File: config.mk
export PLATFORM = sky130hd
export DESIGN_NAME = msp_serial_text_adapter
export DESIGN_NICKNAME = d
export VERILOG_FILES = /design/src/core/msp_pkg.sv /design/src/core/msp_buf2.sv /design/src/core/msp_serial_text_adapter.sv
export SDC_FILE = /design/constraint.sdc
export NUM_CORES = 1
export LEC_CHECK = 0
export ABC_AREA = 1
export BUFFER_PORTS_ARGS = -buffer_cell sky130_fd_sc_hd__buf_2
export CAP_MARGIN = 25
export CELL_PAD_IN_SITES_DETAIL_PLACEMENT = 1
export CELL_PAD_IN_SITES_GLOBAL_PLACEMENT = 2
export CORE_AREA = 5 5 115 117
export CTS_BUF_LIST = sky130_fd_sc_hd__clkbuf_4 sky130_fd_sc_hd__clkbuf_8
export CTS_CLUSTER_SIZE = 40
export DETAILED_ROUTE_END_ITERATION = 16
export DIE_AREA = 0 0 120 122
export GPL_ROUTABILITY_DRIVEN = 0
export PLACE_DENSITY_LB_ADDON = 0.2
export SYNTH_ARGS = -nofsm -noshare
export SYNTH_HDL_FRONTEND = slang
export SYNTH_SLANG_ARGS = --single-unit
File: constraint.sdc
create_clock -name clk_sys_in -period 2.4 [get_ports clk_sys_in]
set_input_delay 0.48 -clock clk_sys_in [delete_from_list [all_inputs] [get_ports clk_sys_in]]
set_output_delay 0.48 -clock clk_sys_in [all_outputs]
set_load 0.05 [all_outputs]
File: src/core/msp_pkg.sv
package msp_pkg;
    // bit timing
    localparam int unsigned CLK_HZ = 200000000;
    localparam int unsigned NOMINAL_BAUD = 9600;
    localparam int unsigned OVERSAMPLE = 16;
    // rounded to nearest, minus one
    localparam int unsigned RATE_TERMINAL_COUNT =
        (CLK_HZ + (OVERSAMPLE * NOMINAL_BAUD) / 2) / (OVERSAMPLE * NOMINAL_BAUD) - 1;
    localparam int unsigned DATA_BITS = 8;
    localparam int unsigned TICK_W = 4;
    localparam logic [3:0] TICK_LAST = 4'hf;
    localparam logic [3:0] TICK_MID = 4'h7;
    localparam logic [3:0] BIT_LAST = 4'h7;
    localparam logic [7:0] DATA_RESET = 8'h00;
    // line ending characters
    localparam logic [7:0] CHAR_CR = 8'h0d;
    localparam logic [7:0] CHAR_LF = 8'h0a;

    typedef enum logic [1:0] {
        MSP_IDLE = 2'b00,
        MSP_START = 2'b01,
        MSP_DATA = 2'b10,
        MSP_STOP = 2'b11
    } msp_state_t;
endpackage

File: src/core/msp_buf2.sv
`timescale 1ns/100ps
// two-entry buffer, ready does not depend on out side combinationally
module msp_buf2 #(
    parameter int unsigned WIDTH = 8
) (
    input wire logic clk_sys_in,
    input wire logic rst_n_in,
    input wire logic in_valid_in,
    input wire logic [WIDTH-1:0] in_data_in,
    output logic in_ready_out,
    output logic out_valid_out,
    output logic [WIDTH-1:0] out_data_out,
    input wire logic out_ready_in
);
    logic [WIDTH-1:0] mem_q [2];
    logic rd_ptr_q;
    logic wr_ptr_q;
    logic [1:0] count_q;
    logic push;
    logic pop;

    assign push = in_valid_in && (count_q != 2'd2);
    assign pop = out_ready_in && (count_q != 2'd0);
    assign in_ready_out = (count_q != 2'd2);
    assign out_valid_out = (count_q != 2'd0);
    assign out_data_out = mem_q[rd_ptr_q];

    // storage, no reset needed on data
    always_ff @(posedge clk_sys_in) begin
        if (push) begin
            mem_q[wr_ptr_q] <= in_data_in;
        end
    end

    // pointers and fill level
    always_ff @(posedge clk_sys_in) begin
        if (!rst_n_in) begin
            rd_ptr_q <= 1'b0;
            wr_ptr_q <= 1'b0;
            count_q <= 2'd0;
        end else begin
            if (push) begin
                wr_ptr_q <= ~wr_ptr_q;
            end
            if (pop) begin
                rd_ptr_q <= ~rd_ptr_q;
            end
            count_q <= count_q + {1'b0, push} - {1'b0, pop};
        end
    end
endmodule

File: src/core/msp_serial_text_adapter.sv
`timescale 1ns/100ps
// Behaviour
// - one transmit and one receive line, both directions at once
// - eight data bits, no parity, one stop bit, no flow control
// - default rate is 9600 baud
// - both directions timed by one sixteen-times-bit-rate enable
// - rate counter counts zero to terminal count, then resets to zero
// - terminal count pulse is the shared time base
// - terminal count is clock over sixteen times baud, rounded, minus one
// - keep rate error within one percent
// - higher standard rates such as 115200 are encouraged
// - transmit byte taken only when write strobe high
// - transmit-full shown whenever no byte can be taken
// - received byte presented, receive-empty while none waits
// - read strobe acknowledges byte, then next byte or empty
module msp_serial_text_adapter #(
    // bit period is sixteen ticks of terminal count plus one clocks
    parameter int unsigned RATE_TERMINAL_COUNT =
        msp_pkg::RATE_TERMINAL_COUNT
) (
    input wire logic clk_sys_in,
    input wire logic rst_n_in,
    input wire logic [7:0] tx_byte_in,
    input wire logic tx_write_in,
    output logic tx_full_out,
    output logic [7:0] rx_byte_out,
    input wire logic rx_read_in,
    output logic rx_empty_out,
    output logic serial_tx_out,
    input wire logic serial_rx_in
);
    localparam int unsigned CNT_W = $clog2(RATE_TERMINAL_COUNT + 1) + 1;
    localparam logic [CNT_W-1:0] TC = CNT_W'(RATE_TERMINAL_COUNT);

    logic [CNT_W-1:0] rate_cnt_q;
    logic tick_q;

    // rate counter; period is terminal count plus one clocks
    always_ff @(posedge clk_sys_in) begin
        if (!rst_n_in) begin
            rate_cnt_q <= '0;
            tick_q <= 1'b0;
        end else if (rate_cnt_q == TC) begin
            rate_cnt_q <= '0;
            tick_q <= 1'b1;
        end else begin
            rate_cnt_q <= rate_cnt_q + 1'b1;
            tick_q <= 1'b0;
        end
    end

    // ---- transmit side ----
    logic txb_ready;
    logic txb_valid;
    logic [7:0] txb_data;
    logic tx_take;
    msp_pkg::msp_state_t tx_state_q;
    logic [3:0] tx_tick_q;
    logic [3:0] tx_bit_q;
    logic [7:0] tx_shift_q;

    // take only on a tick, else the start bit is cut short by part of a tick
    assign tx_take = (tx_state_q == msp_pkg::MSP_IDLE) && txb_valid && tick_q;

    // buffer decouples controller writes from the slow shifter
    msp_buf2 #(.WIDTH(8)) u_tx_buf (
        .clk_sys_in(clk_sys_in),
        .rst_n_in(rst_n_in),
        .in_valid_in(tx_write_in),
        .in_data_in(tx_byte_in),
        .in_ready_out(txb_ready),
        .out_valid_out(txb_valid),
        .out_data_out(txb_data),
        .out_ready_in(tx_take)
    );

    // full flag registered; a write in a cycle where full was just raised is
    // still absorbed if the buffer has room, because ready is read directly by the buffer
    always_ff @(posedge clk_sys_in) begin
        if (!rst_n_in) begin
            tx_full_out <= 1'b1;
        end else begin
            tx_full_out <= !txb_ready || (tx_write_in && !tx_take);
        end
    end

    // transmit frame sequencer, advances only on the shared tick
    always_ff @(posedge clk_sys_in) begin
        if (!rst_n_in) begin
            tx_state_q <= msp_pkg::MSP_IDLE;
            tx_tick_q <= 4'h0;
            tx_bit_q <= 4'h0;
            tx_shift_q <= msp_pkg::DATA_RESET;
            serial_tx_out <= 1'b1;
        end else begin
            case (tx_state_q)
                msp_pkg::MSP_IDLE: begin
                    serial_tx_out <= 1'b1;
                    if (tx_take) begin
                        tx_shift_q <= txb_data;
                        tx_state_q <= msp_pkg::MSP_START;
                        tx_tick_q <= 4'h0;
                    end
                end
                msp_pkg::MSP_START: begin
                    serial_tx_out <= 1'b0;
                    if (tick_q) begin
                        tx_tick_q <= tx_tick_q + 4'h1;
                        if (tx_tick_q == msp_pkg::TICK_LAST) begin
                            tx_state_q <= msp_pkg::MSP_DATA;
                            tx_bit_q <= 4'h0;
                        end
                    end
                end
                msp_pkg::MSP_DATA: begin
                    serial_tx_out <= tx_shift_q[0];
                    if (tick_q) begin
                        tx_tick_q <= tx_tick_q + 4'h1;
                        if (tx_tick_q == msp_pkg::TICK_LAST) begin
                            tx_shift_q <= {1'b0, tx_shift_q[7:1]};
                            tx_bit_q <= tx_bit_q + 4'h1;
                            if (tx_bit_q == msp_pkg::BIT_LAST) begin
                                tx_state_q <= msp_pkg::MSP_STOP;
                            end
                        end
                    end
                end
                msp_pkg::MSP_STOP: begin
                    serial_tx_out <= 1'b1;
                    if (tick_q) begin
                        tx_tick_q <= tx_tick_q + 4'h1;
                        if (tx_tick_q == msp_pkg::TICK_LAST) begin
                            tx_state_q <= msp_pkg::MSP_IDLE;
                        end
                    end
                end
                default: begin
                    tx_state_q <= msp_pkg::MSP_IDLE;
                end
            endcase
        end
    end

    // ---- receive side ----
    logic rx_meta_q;
    logic rx_sync_q;
    logic rx_armed_q;
    msp_pkg::msp_state_t rx_state_q;
    logic [3:0] rx_tick_q;
    logic [3:0] rx_bit_q;
    logic [7:0] rx_shift_q;
    logic rx_done_q;
    logic rxb_ready;
    logic rxb_valid;
    logic [7:0] rxb_data;
    logic rx_pop;

    // two-flop synchroniser; reset high so no false start
    always_ff @(posedge clk_sys_in) begin
        if (!rst_n_in) begin
            rx_meta_q <= 1'b1;
            rx_sync_q <= 1'b1;
        end else begin
            rx_meta_q <= serial_rx_in;
            rx_sync_q <= rx_meta_q;
        end
    end

    // receive sequencer; start checked at mid-bit to reject glitches
    always_ff @(posedge clk_sys_in) begin
        if (!rst_n_in) begin
            rx_state_q <= msp_pkg::MSP_IDLE;
            rx_tick_q <= 4'h0;
            rx_bit_q <= 4'h0;
            rx_shift_q <= msp_pkg::DATA_RESET;
            rx_armed_q <= 1'b0;
            rx_done_q <= 1'b0;
        end else begin
            rx_done_q <= 1'b0;
            case (rx_state_q)
                msp_pkg::MSP_IDLE: begin
                    // a start needs the line high first, so a low stop cannot restart
                    if (rx_sync_q) begin
                        rx_armed_q <= 1'b1;
                    end
                    if (tick_q && !rx_sync_q && rx_armed_q) begin
                        rx_state_q <= msp_pkg::MSP_START;
                        rx_tick_q <= 4'h1;
                        rx_armed_q <= 1'b0;
                    end
                end
                msp_pkg::MSP_START: begin
                    if (tick_q) begin
                        rx_tick_q <= rx_tick_q + 4'h1;
                        if (rx_tick_q == msp_pkg::TICK_MID) begin
                            if (rx_sync_q) begin
                                rx_state_q <= msp_pkg::MSP_IDLE;
                            end else begin
                                rx_state_q <= msp_pkg::MSP_DATA;
                                rx_tick_q <= 4'h0;
                                rx_bit_q <= 4'h0;
                            end
                        end
                    end
                end
                msp_pkg::MSP_DATA: begin
                    if (tick_q) begin
                        rx_tick_q <= rx_tick_q + 4'h1;
                        if (rx_tick_q == msp_pkg::TICK_LAST) begin
                            rx_shift_q <= {rx_sync_q, rx_shift_q[7:1]};
                            rx_bit_q <= rx_bit_q + 4'h1;
                            if (rx_bit_q == msp_pkg::BIT_LAST) begin
                                rx_state_q <= msp_pkg::MSP_STOP;
                            end
                        end
                    end
                end
                msp_pkg::MSP_STOP: begin
                    if (tick_q) begin
                        rx_tick_q <= rx_tick_q + 4'h1;
                        if (rx_tick_q == msp_pkg::TICK_LAST) begin
                            rx_state_q <= msp_pkg::MSP_IDLE;
                            // framing error drops the byte silently
                            rx_done_q <= rx_sync_q;
                        end
                    end
                end
                default: begin
                    rx_state_q <= msp_pkg::MSP_IDLE;
                end
            endcase
        end
    end

    // line has no flow control: a byte arriving on a full buffer is lost
    msp_buf2 #(.WIDTH(8)) u_rx_buf (
        .clk_sys_in(clk_sys_in),
        .rst_n_in(rst_n_in),
        .in_valid_in(rx_done_q),
        .in_data_in(rx_shift_q),
        .in_ready_out(rxb_ready),
        .out_valid_out(rxb_valid),
        .out_data_out(rxb_data),
        .out_ready_in(rx_pop)
    );

    // output stage holds the presented byte; refilled from the buffer
    assign rx_pop = rxb_valid && (rx_empty_out || rx_read_in);

    always_ff @(posedge clk_sys_in) begin
        if (!rst_n_in) begin
            rx_empty_out <= 1'b1;
            rx_byte_out <= msp_pkg::DATA_RESET;
        end else if (rx_pop) begin
            rx_byte_out <= rxb_data;
            rx_empty_out <= 1'b0;
        end else if (rx_read_in) begin
            rx_empty_out <= 1'b1;
        end
    end
endmodule

==> results.py, run 1 <==
metrics = {
    "run_status": {
        "outcome": "finished clean",
    },
    "cts": {
        "cts_buffers": 9,
        "cts_hold_buf": 0,
        "clk_pin_slew_worst_paths_ns": 0.11,
        "cts.htree.levels": 3,
        "tritoncts": "built",
        "clk_path_buf_depth": 2,
        "post_cts_buffers": 0,
        "cts.sinks": 105,
        "clock_latency_ns": 0.37,
        "ctsResizeCount": 0,
        "root_buffer": "clkbuf_8",
    },
    "grt": {
        "grt_pass1_vias": 3471,
        "grt_max_degree": 24,
        "grt_pass1_wl_um": 16400,
        "antenna_found_initial": 1,
        "grt_use_total_pct": 13.8,
        "overflow": 0,
    },
    "floorplan": {
        "rows": 41,
        "die_h_um": 122,
        "dieArea_um2": 14600,
        "pin_count": 24,
        "start_util_pct": 37.2,
        "fp.dieW_um": 120,
        "core_area_um2": 12300,
    },
    "setup_path": {
        "worstPathRequired_ns": 2.72,
        "cp_slowest_stage_delay_ns": 0.35,
        "cp_common_cell": "inv_1",
        "path_cells": "inv_1 -> ha_1 -> inv_1 -> or2_2 -> inv_1 -> ha_1 -> inv_1 -> ha_1 -> xor2_1 -> o21ai_0 -> a21oi_1",
        "cp-start-kind": "register",
        "worstSetupPathType": "register to register",
        "cp-end-kind": "register",
        "worstPathMaxFanout": 4,
        "crit_family": "adder cells",
        "cp.buffers_inverters": 4,
        "crit_slowest_cell": "dfxtp_1",
        "cp.arrival_ns": 2.34,
    },
    "yosys": {
        "synth_top_area_share_pct": 32.0,
        "synth-seq-area-share_pct": 53.1,
        "syn_avg_cell_area_um2": 8.73,
        "yosys.area.top_type": "dfxtp_1",
        "yosysUniqueCellTypes": 39,
        "ys_warn_count": 0,
        "async_flop_share_pct": 0,
        "synth_area_leaders": "dfxtp_1 (32%), edfxtp_1 (21%), nand2_1 (7.9%)",
        "synthesis.nets": 552,
        "synth_commonest_cells": "nand2_1 (96), dfxtp_1 (73), nor2_1 (67)",
        "yosysMostFrequentCell": "nand2_1",
        "ys_seq_elements": 105,
        "synth_cells": 523,
        "ys.flop_type": "dfxtp_1",
        "syn_area_um2": 4560,
        "synth_edf_count": 32,
    },
    "sta": {
        "fin_skew_ns": 0.0137,
        "setup_violations": 0,
        "timing.setup.tns_ns": 0,
        "drv_slew": 0,
        "fin_crit_sh_pct": 84.4,
        "worstMarginPinSlew_ns": 0.758,
        "fmax_ghz": 0.494,
        "period_needed_ns": 2.03,
        "slew_headroom_pct": 49.3,
        "hold_violations": 0,
        "rsz0062_at_grt": "no",
    },
    "detailed_routing": {
        "routed_wl_um": 9380,
        "wl_per_cell_um": 13.3,
        "ant_nets": 0,
        "drt_pass1_iterations": 4,
        "vias_per_cell": 4.80,
        "drc": 0,
        "drtIter0Drc": 95,
        "via_count": 3373,
    },
    "run": {
        "drv_cap": 0,
    },
    "placed_design": {
        "hpwl_um": 6950,
        "io_buffers": 23,
    },
    "hold_path": {
        "hp-class": "input port to register",
    },
    "finish": {
        "final_nets": 577,
        "multi_input_area_um2": 1820,
        "ff_latch_area_um2": 2420,
        "area_growth_pct": 9.48,
        "antenna_cells": 0,
        "n_fill_cell": 1478,
        "drive_gt1_share_pct": 15.4,
    },
    "pwr": {
        "power_density_nw_per_um2": 737,
        "power.total_mw": 3.68,
        "peakVddDrop_uv": 445,
        "p_leak_nw": 2.00,
    },
}
[power by group]
group,total [mW],switching [mW],internal (mW)
combinational,0.628,0.457,0.171
sequential,2.02,0.0804,1.94
clock,1.04,0.637,0.401
[cells by family after synthesis]
| family | share of synthesized area (%) |
|---|---|
| AOI/OAI and AO/OA | 11.4 |
| buffers and inverters | 7.07 |
| xor gates and xnor gates | 0.959 |
| adders and majority gates | 4.39 |
| and+or+nand+nor | 23.1 |
| DFF | 53.1 |
[through the flow]
| stage | util, % | area [um2] | std cells | hold slack (ns) | worst slack, ns |
|---|---|---|---|---|---|
| finish | 40.8 | 5000 | 703 | 0.290 | 0.374 |
| global route | 40.8 | 5000 | 703 | 0.261 | 0.237 |
| CTS | 40.8 | 5000 | 703 | 0.266 | 0.358 |
| detailed placement | 39.3 | 4820 | 687 | 0.407 | 0.383 |
| global placement | 39.3 | 4820 | 687 | 0.403 | 0.453 |
| floorplan | - | 4560 | 523 | 0.393 | 0.340 |
[flip-flops by register name, indices dropped and copies added (netlist names), 4 cells and up, named ones only]
name and flops:
tx_shift_q 8, rx_tick_q 4, u_rx_buf.mem_q 16, rx_byte_out 8, tx_tick_q 4, rx_shift_q 8, tx_bit_q 4, rate_cnt_q 12
rx_bit_q 4, u_tx_buf.mem_q 16
[layout by cell type, fill, tap and decap left out, types with 4 or more instances in the layout]
cell type and n:
nand2_2 8, o21ai_0 24, nor2_4 8, nand3_2 5
nor2_1 67, buf_2 23, xor2_1 5, ha_1 16
o21ai_1 11, dfxtp_1 73, nand3_1 26, buf_4 6
nand2_1 96, inv_1 54, a31oi_1 15, a21oi_1 32
nor3_1 6, clkbuf_8 9, nand4_1 4, edfxtp_1 32
inv_2 4
[area by class of cell]
| cell class | count | share of cell area, % |
|---|---|---|
| clock buffer | 10 | 2.63 |
| clock inverter | 6 | 0.951 |
| inverter | 60 | 4.58 |
| multi-input combinational | 343 | 36.4 |
| sequential | 105 | 48.5 |
| tap | 150 | 3.76 |
| timing repair buffer | 29 | 3.20 |
[path summary, 6_finish.rpt]
path,from,end,slack (ns),cells after the start
setup / recovery,tx_state_q[1]$_SDFFE_PN0P_,u_tx_buf.count_q[1]$_SDFF_PN0_,0.37,11
hold reg to reg,rx_meta_q$_SDFF_PN1_,rx_sync_q$_SDFF_PN1_,0.44,1
hold / removal,serial_rx_in,rx_meta_q$_SDFF_PN1_,0.29,2
setup reg to reg,tx_state_q[1]$_SDFFE_PN0P_,u_tx_buf.count_q[1]$_SDFF_PN0_,0.37,11
[per-layer routing]
| metal | track usage [%] | vias to the layer above | wire [um] |
|---|---|---|---|
| li1 | - | 1762 | - |
| met1 | 17.2 | 1577 | 4480 |
| met2 | 23.6 | 19 | 4550 |
| met3 | 2.79 | 13 | 187 |
| met4 | 5.37 | 2 | 147 |
| met5 | 0 | - | 13 |
[worst register-to-register path: stages, from the launching register on]
cell and delay (ns):
dfxtp_1 0.35, inv_1 0.14, ha_1 0.20, inv_1 0.07, or2_2 0.33, inv_1 0.07, ha_1 0.22, inv_1 0.06
ha_1 0.14, xor2_1 0.17, o21ai_0 0.10, a21oi_1 0.12
(Power assumes the default switching activity.)
==> inputs of run 2 (changes only) <==
Settings changed: CORE_AREA 5 5 115 117 to 5 5 121 123, DIE_AREA 0 0 120 122 to 0 0 126 128.
Clock period 2.4 ns to 1.7 ns, I/O delays scaled along.
==> run 2 against run 1 <==
Clock skew up 0.0017 ns. Via count grew 2.1%. Final cell count rose by 6.8%. Power rose by 54%. Die area rose by 10%.
==> results.py, run 2 (synthesis gave the netlist of run 1 again) <==
metrics = {
    "floorplan": {
        "die_h_um": 128,
        "fp.dieW_um": 126,
        "core_area_um2": 13600,
        "pin_count": 24,
        "start_util_pct": 33.7,
        "dieArea_um2": 16100,
        "rows": 43,
    },
    "run_status": {
        "outcome": "finished clean",
    },
    "detailed_routing": {
        "ant_nets": 0,
        "routed_wl_um": 9900,
        "via_count": 3445,
        "vias_per_cell": 4.59,
        "drc": 0,
        "drt_pass1_iterations": 4,
        "wl_per_cell_um": 13.2,
        "drtIter0Drc": 133,
    },
    "finish": {
        "mostFrequentLayoutCells": "nand2_1 (96), dfxtp_1 (69), nor2_1 (66), inv_1 (49)",
        "final_nets": 595,
        "multi_input_area_um2": 1880,
        "antenna_cells": 0,
        "postLayoutCellArea_um2": 5300,
        "post-route-util_pct": 39.1,
        "reg_top3": "u_rx_buf.mem_q x16, u_tx_buf.mem_q x16, rate_cnt_q x12",
        "drive_gt1_share_pct": 20.7,
        "mostFrequentLayoutCell": "nand2_1",
        "n_fill_cell": 1622,
        "area_growth_pct": 16.2,
        "ff_latch_area_um2": 2430,
    },
    "pwr": {
        "p_leak_nw": 2.11,
        "power.total_mw": 5.68,
        "power_density_nw_per_um2": 1070,
        "peakVddDrop_uv": 513,
    },
    "cts": {
        "tritoncts": "built",
        "root_buffer": "clkbuf_8",
        "cts.sinks": 105,
        "clk_pin_slew_worst_paths_ns": 0.11,
        "cts_buffers": 9,
        "cts_hold_buf": 0,
        "cts.htree.levels": 3,
        "clock_latency_ns": 0.39,
        "clk_path_buf_depth": 2,
    },
    "sta": {
        "drv_slew": 0,
        "hold_violations": 0,
        "period_needed_ns": 1.64,
        "fmax_ghz": 0.611,
        "slew_headroom_pct": 43.9,
        "fin_skew_ns": 0.0154,
        "setup_violations": 0,
        "hold_ws_ns": 0.133,
        "rsz0062_at_grt": "yes",
        "worstMarginPinSlew_ns": 0.838,
        "fin_crit_sh_pct": 96.3,
    },
    "setup_path": {
        "worstPathMaxFanout": 2,
        "rr_worst_depth": 11,
        "cp-end-kind": "register",
        "cp-startpoint": "tx_state_q[0]$_SDFFE_PN0P_",
        "cp.arrival_ns": 1.96,
        "cp-start-kind": "register",
        "r2r-start": "tx_state_q[0]$_SDFFE_PN0P_",
        "worstSetupPathType": "register to register",
        "worstPathRequired_ns": 2.03,
    },
    "grt": {
        "antenna_found_initial": 0,
        "grt_use_total_pct": 13.3,
        "grt_pass1_vias": 3615,
        "grt_pass1_wl_um": 17600,
        "overflow": 0,
        "grt_max_degree": 26,
    },
    "placed_design": {
        "placed_area_um2": 4990,
        "io_buffers": 23,
        "hpwl_um": 7140,
    },
    "run": {
        "drv_cap": 0,
    },
    "hold_path": {
        "hp-class": "input port to register",
        "hold_start": "tx_byte_in[2]",
        "hold_depth": 1,
    },
}
[run 2: report_power, final]
group	leakage [nW]	switching [mW]	internal, mW	total, mW
registers	0.873	0.0771	2.74	2.82
clock network	0.121	0.978	0.873	1.85
logic	1.12	0.708	0.300	1.01
total	2.11	1.76	3.91	5.68
[run 2: routing by layer]
layer | up-vias | GRT usage [%] | wire length [um]
met1 | 1618 | 16.4 | 4700
met5 | - | 0 | 0
met3 | 10 | 3.21 | 260
li1 | 1796 | - | -
met4 | 0 | 4.73 | 165
met2 | 21 | 22.9 | 4770
[run 2: timing repair]
| action | 4_1_cts | 5_1_grt |
|---|---|---|
| setup buffers | 3 | 1 |
| endpoints found under the setup margin | 1 | 21 |
| pin swaps | 4 | 4 |
| gates resized for setup | 8 | 3 |
[run 2: worst max-delay path: stages (launching register included)]
cell     delay, ns
dfxtp_2       0.33
inv_2         0.07
ha_4          0.14
inv_2         0.03
or2_4         0.23
inv_2         0.06
ha_4          0.19
inv_4         0.05
ha_4          0.13
xor2_2        0.15
o21ai_1       0.08
a21oi_1       0.10
[run 2: area by class of cell]
| class | instances | area share [%] |
|---|---|---|
| inverter | 60 | 4.41 |
| clock inverter | 7 | 2.19 |
| clock buffer | 9 | 2.34 |
| sequential | 105 | 45.8 |
| timing repair buffer | 47 | 5.57 |
| multi-input combinational | 343 | 35.4 |
| tap | 180 | 4.25 |
[run 2: path summary, 6_finish.rpt]
| check | endpoint | slack [ns] |
|---|---|---|
| setup / recovery | u_tx_buf.count_q[1]$_SDFF_PN0_ | 0.06 |
| hold / removal | u_tx_buf.mem_q[0][2]$_DFFE_PP_ | 0.13 |
| setup reg to reg | u_tx_buf.count_q[1]$_SDFF_PN0_ | 0.06 |
| hold reg to reg | rx_sync_q$_SDFF_PN1_ | 0.42 |
[run 2: through the flow]
step	cells	setup TNS [ns]	setup slack (ns)
CTS	750	0	0.00838
floorplan	523	-0.00592	-0.00592
finish	751	0	0.0636
global route	751	-0.276	-0.0466
global placement	731	0	0.0367
detailed placement	731	-0.0752	-0.0752
==> inputs of run 3 (changes only) <==
Settings changed: ABC_AREA 1 to unset, CORE_AREA 5 5 121 123 to 5 5 116 118, DIE_AREA 0 0 126 128 to 0 0 121 123.
==> run 3 against run 2 <==
Non-clock buffer count increased by 14. First-iteration DRC count decreased by 35%. Register-to-register slack got worse by 0.05 ns. Critical endpoint unchanged. Largest power group unchanged. Highest routed layer unchanged.
==> results.py, run 3 <==
metrics = {
    "run_status": {
        "outcome": "finished clean",
    },
    "setup_path": {
        "worstPathRequired_ns": 1.98,
        "worstPathMaxFanout": 4,
        "path_cells": "inv_4 -> ha_4 -> o211ai_1 -> inv_1 -> ha_4 -> inv_2 -> ha_4 -> xor2_2 -> xnor2_1 -> nor2_1",
        "cp-start-kind": "register",
        "cp-end-kind": "register",
        "crit_slowest_cell": "dfxtp_2",
        "worstSetupPathType": "register to register",
        "cp.arrival_ns": 1.96,
        "cp_common_cell": "ha_4",
        "cp_slowest_stage_delay_ns": 0.36,
    },
    "grt": {
        "grt_use_total_pct": 13.7,
        "grt_pass1_wl_um": 16400,
        "overflow": 0,
        "grt_max_degree": 26,
        "antenna_found_initial": 0,
        "grt_pass1_vias": 3459,
    },
    "cts": {
        "clk_pin_slew_worst_paths_ns": 0.10,
        "clock_latency_ns": 0.38,
        "cts.htree.levels": 3,
        "root_buffer": "clkbuf_8",
        "clk_path_buf_depth": 2,
        "tritoncts": "built",
        "cts_buffers": 9,
        "cts.sinks": 105,
        "cts_hold_buf": 0,
    },
    "finish": {
        "mostFrequentLayoutCells": "dfxtp_1 (68), nand2_1 (50), nor2_1 (42), buf_4 (38), edfxtp_1 (32)",
        "drive_gt1_share_pct": 20.8,
        "post-route-util_pct": 42.7,
        "n_fill_cell": 1414,
        "reg_top3": "u_rx_buf.mem_q x16, u_tx_buf.mem_q x16, rate_cnt_q x12",
        "final_nets": 525,
        "postLayoutCellArea_um2": 5280,
        "mostFrequentLayoutCell": "dfxtp_1",
        "antenna_cells": 0,
        "area_growth_pct": 18.3,
    },
    "sta": {
        "rsz0062_at_grt": "yes",
        "fin_skew_ns": 0.0107,
        "worstMarginPinSlew_ns": 0.530,
        "hold_violations": 0,
        "slew_headroom_pct": 64.3,
        "hold_ws_ns": 0.146,
        "setup_violations": 0,
        "fmax_ghz": 0.594,
        "period_needed_ns": 1.68,
        "drv_slew": 0,
        "fin_crit_sh_pct": 99.0,
        "timing.setup.tns_ns": 0,
    },
    "yosys": {
        "ys_warn_count": 0,
        "synth_mux_area_share_pct": 4.18,
        "synth_commonest_cells": "dfxtp_1 (73), nand2_1 (50), nor2_1 (43)",
        "async_flop_share_pct": 0,
        "syn_area_um2": 4460,
        "ys_seq_elements": 105,
        "synth_area_leaders": "dfxtp_1 (33%), edfxtp_1 (22%), ha_1 (4.5%)",
        "synth_top_family_by_area": "simple AND/OR/NAND/NOR gates",
        "synth_top_area_share_pct": 32.7,
        "synth_cells": 446,
        "yosysUniqueCellTypes": 53,
        "ys.flop_type": "dfxtp_1",
        "synth-seq-area-share_pct": 54.3,
        "synth_compound_area_share_pct": 11.6,
        "synth-simple-area-share_pct": 18.2,
        "yosys.area.top_type": "dfxtp_1",
        "yosysMostFrequentCell": "dfxtp_1",
        "syn_avg_cell_area_um2": 10.0,
        "yosys.area_share.xor_xnor_pct": 3.53,
        "synthesis.nets": 475,
        "synth_edf_count": 32,
        "synthAdderAreaFrac_pct": 4.49,
    },
    "detailed_routing": {
        "routed_wl_um": 9630,
        "via_count": 3305,
        "drc": 0,
        "wl_per_cell_um": 14.3,
        "ant_nets": 0,
        "drt_pass1_iterations": 4,
        "vias_per_cell": 4.91,
        "drtIter0Drc": 87,
    },
    "placed_design": {
        "placed_area_um2": 5000,
        "io_buffers": 23,
        "hpwl_um": 6950,
    },
    "run": {
        "drv_cap": 0,
    },
    "floorplan": {
        "pin_count": 24,
        "dieArea_um2": 14900,
        "start_util_pct": 36.1,
        "die_h_um": 123,
        "rows": 41,
        "core_area_um2": 12400,
        "fp.dieW_um": 121,
    },
    "hold_path": {
        "hp-class": "input port to register",
    },
    "pwr": {
        "p_leak_nw": 1.91,
        "peakVddDrop_uv": 745,
        "power.total_mw": 6.11,
        "power_density_nw_per_um2": 1160,
    },
}
==> run 3: timing repair <==
item | 4_1_cts | 5_1_grt
endpoints found under the hold margin | 0 | 0
setup buffers | 1 | 0
setup endpoints to repair | 2 | 14
resized for setup | 1 | 18
pin swaps | 0 | 6
==> run 3: kinds of logic after synthesis <==
family                   after synthesis
AND/OR/NAND/NOR                      167
flip-flops                           105
AO/OA/AOI/OAI                         83
buffers and inverters                 39
XOR/XNOR                              18
multiplexers                          18
adder cells (fa/ha/maj)               16
==> run 3: layout make-up <==
| class | instances | area [um2] | area share, % |
|---|---|---|---|
| flip-flops and latches | 105 | 2430 | 46.1 |
| multi-input cells | 302 | 1950 | 37.0 |
| repair buffers | 61 | 400 | 7.58 |
| well taps | 172 | 215 | 4.08 |
| clock buffers | 10 | 138 | 2.61 |
| clock inverters | 6 | 73.8 | 1.40 |
| inverters | 17 | 66.3 | 1.26 |
==> run 3: worst max-delay path: cells and delay by family (launching register included) <==
kind / cells / cell delay [ns]
AOI/OAI and AO/OA: 1 / 0.11
xor gates and xnor gates: 2 / 0.27
adders and majority gates: 3 / 0.57
buffers and inverters: 3 / 0.21
DFF: 1 / 0.36
and+or+nand+nor: 1 / 0.05
==> run 3: power breakdown <==
group / internal (mW) / switching (mW) / leakage (nW)
logic: 0.521 / 0.967 / 0.913
registers: 2.82 / 0.139 / 0.893
clock network: 0.745 / 0.919 / 0.107
total: 4.08 / 2.02 / 1.91
==> run 3: through the flow <==
step           instances  worst slack, ns
2_1_floorplan        446         -0.00222
3_3_place_gp         656           0.0575
3_5_place_dp         656          -0.0761
4_1_cts              673          -0.0675
5_1_grt              673          -0.0927
6_report             673           0.0164
==> run 3: per-layer routing <==
layer | global-route usage [%] | vias up | wire length (um)
li1 | - | 1670 | -
met1 | 17.2 | 1594 | 4600
met2 | 23.1 | 29 | 4620
met3 | 2.61 | 12 | 233
met4 | 6.30 | 0 | 176
met5 | 0 | - | 0
==> run 3: path summary, 6_finish.rpt <==
path / slack, ns / from / depth (start not counted) / end
max: 0.02 / tx_state_q[0]$_SDFFE_PN0P_ / 10 / u_tx_buf.count_q[1]$_SDFF_PN0_
max reg2reg: 0.02 / tx_state_q[0]$_SDFFE_PN0P_ / 10 / u_tx_buf.count_q[1]$_SDFF_PN0_
min: 0.15 / serial_rx_in / 2 / rx_meta_q$_SDFF_PN1_
min reg2reg: 0.44 / u_rx_buf.count_q[1]$_SDFF_PN0_ / 1 / rx_empty_out$_SDFFE_PN1P_
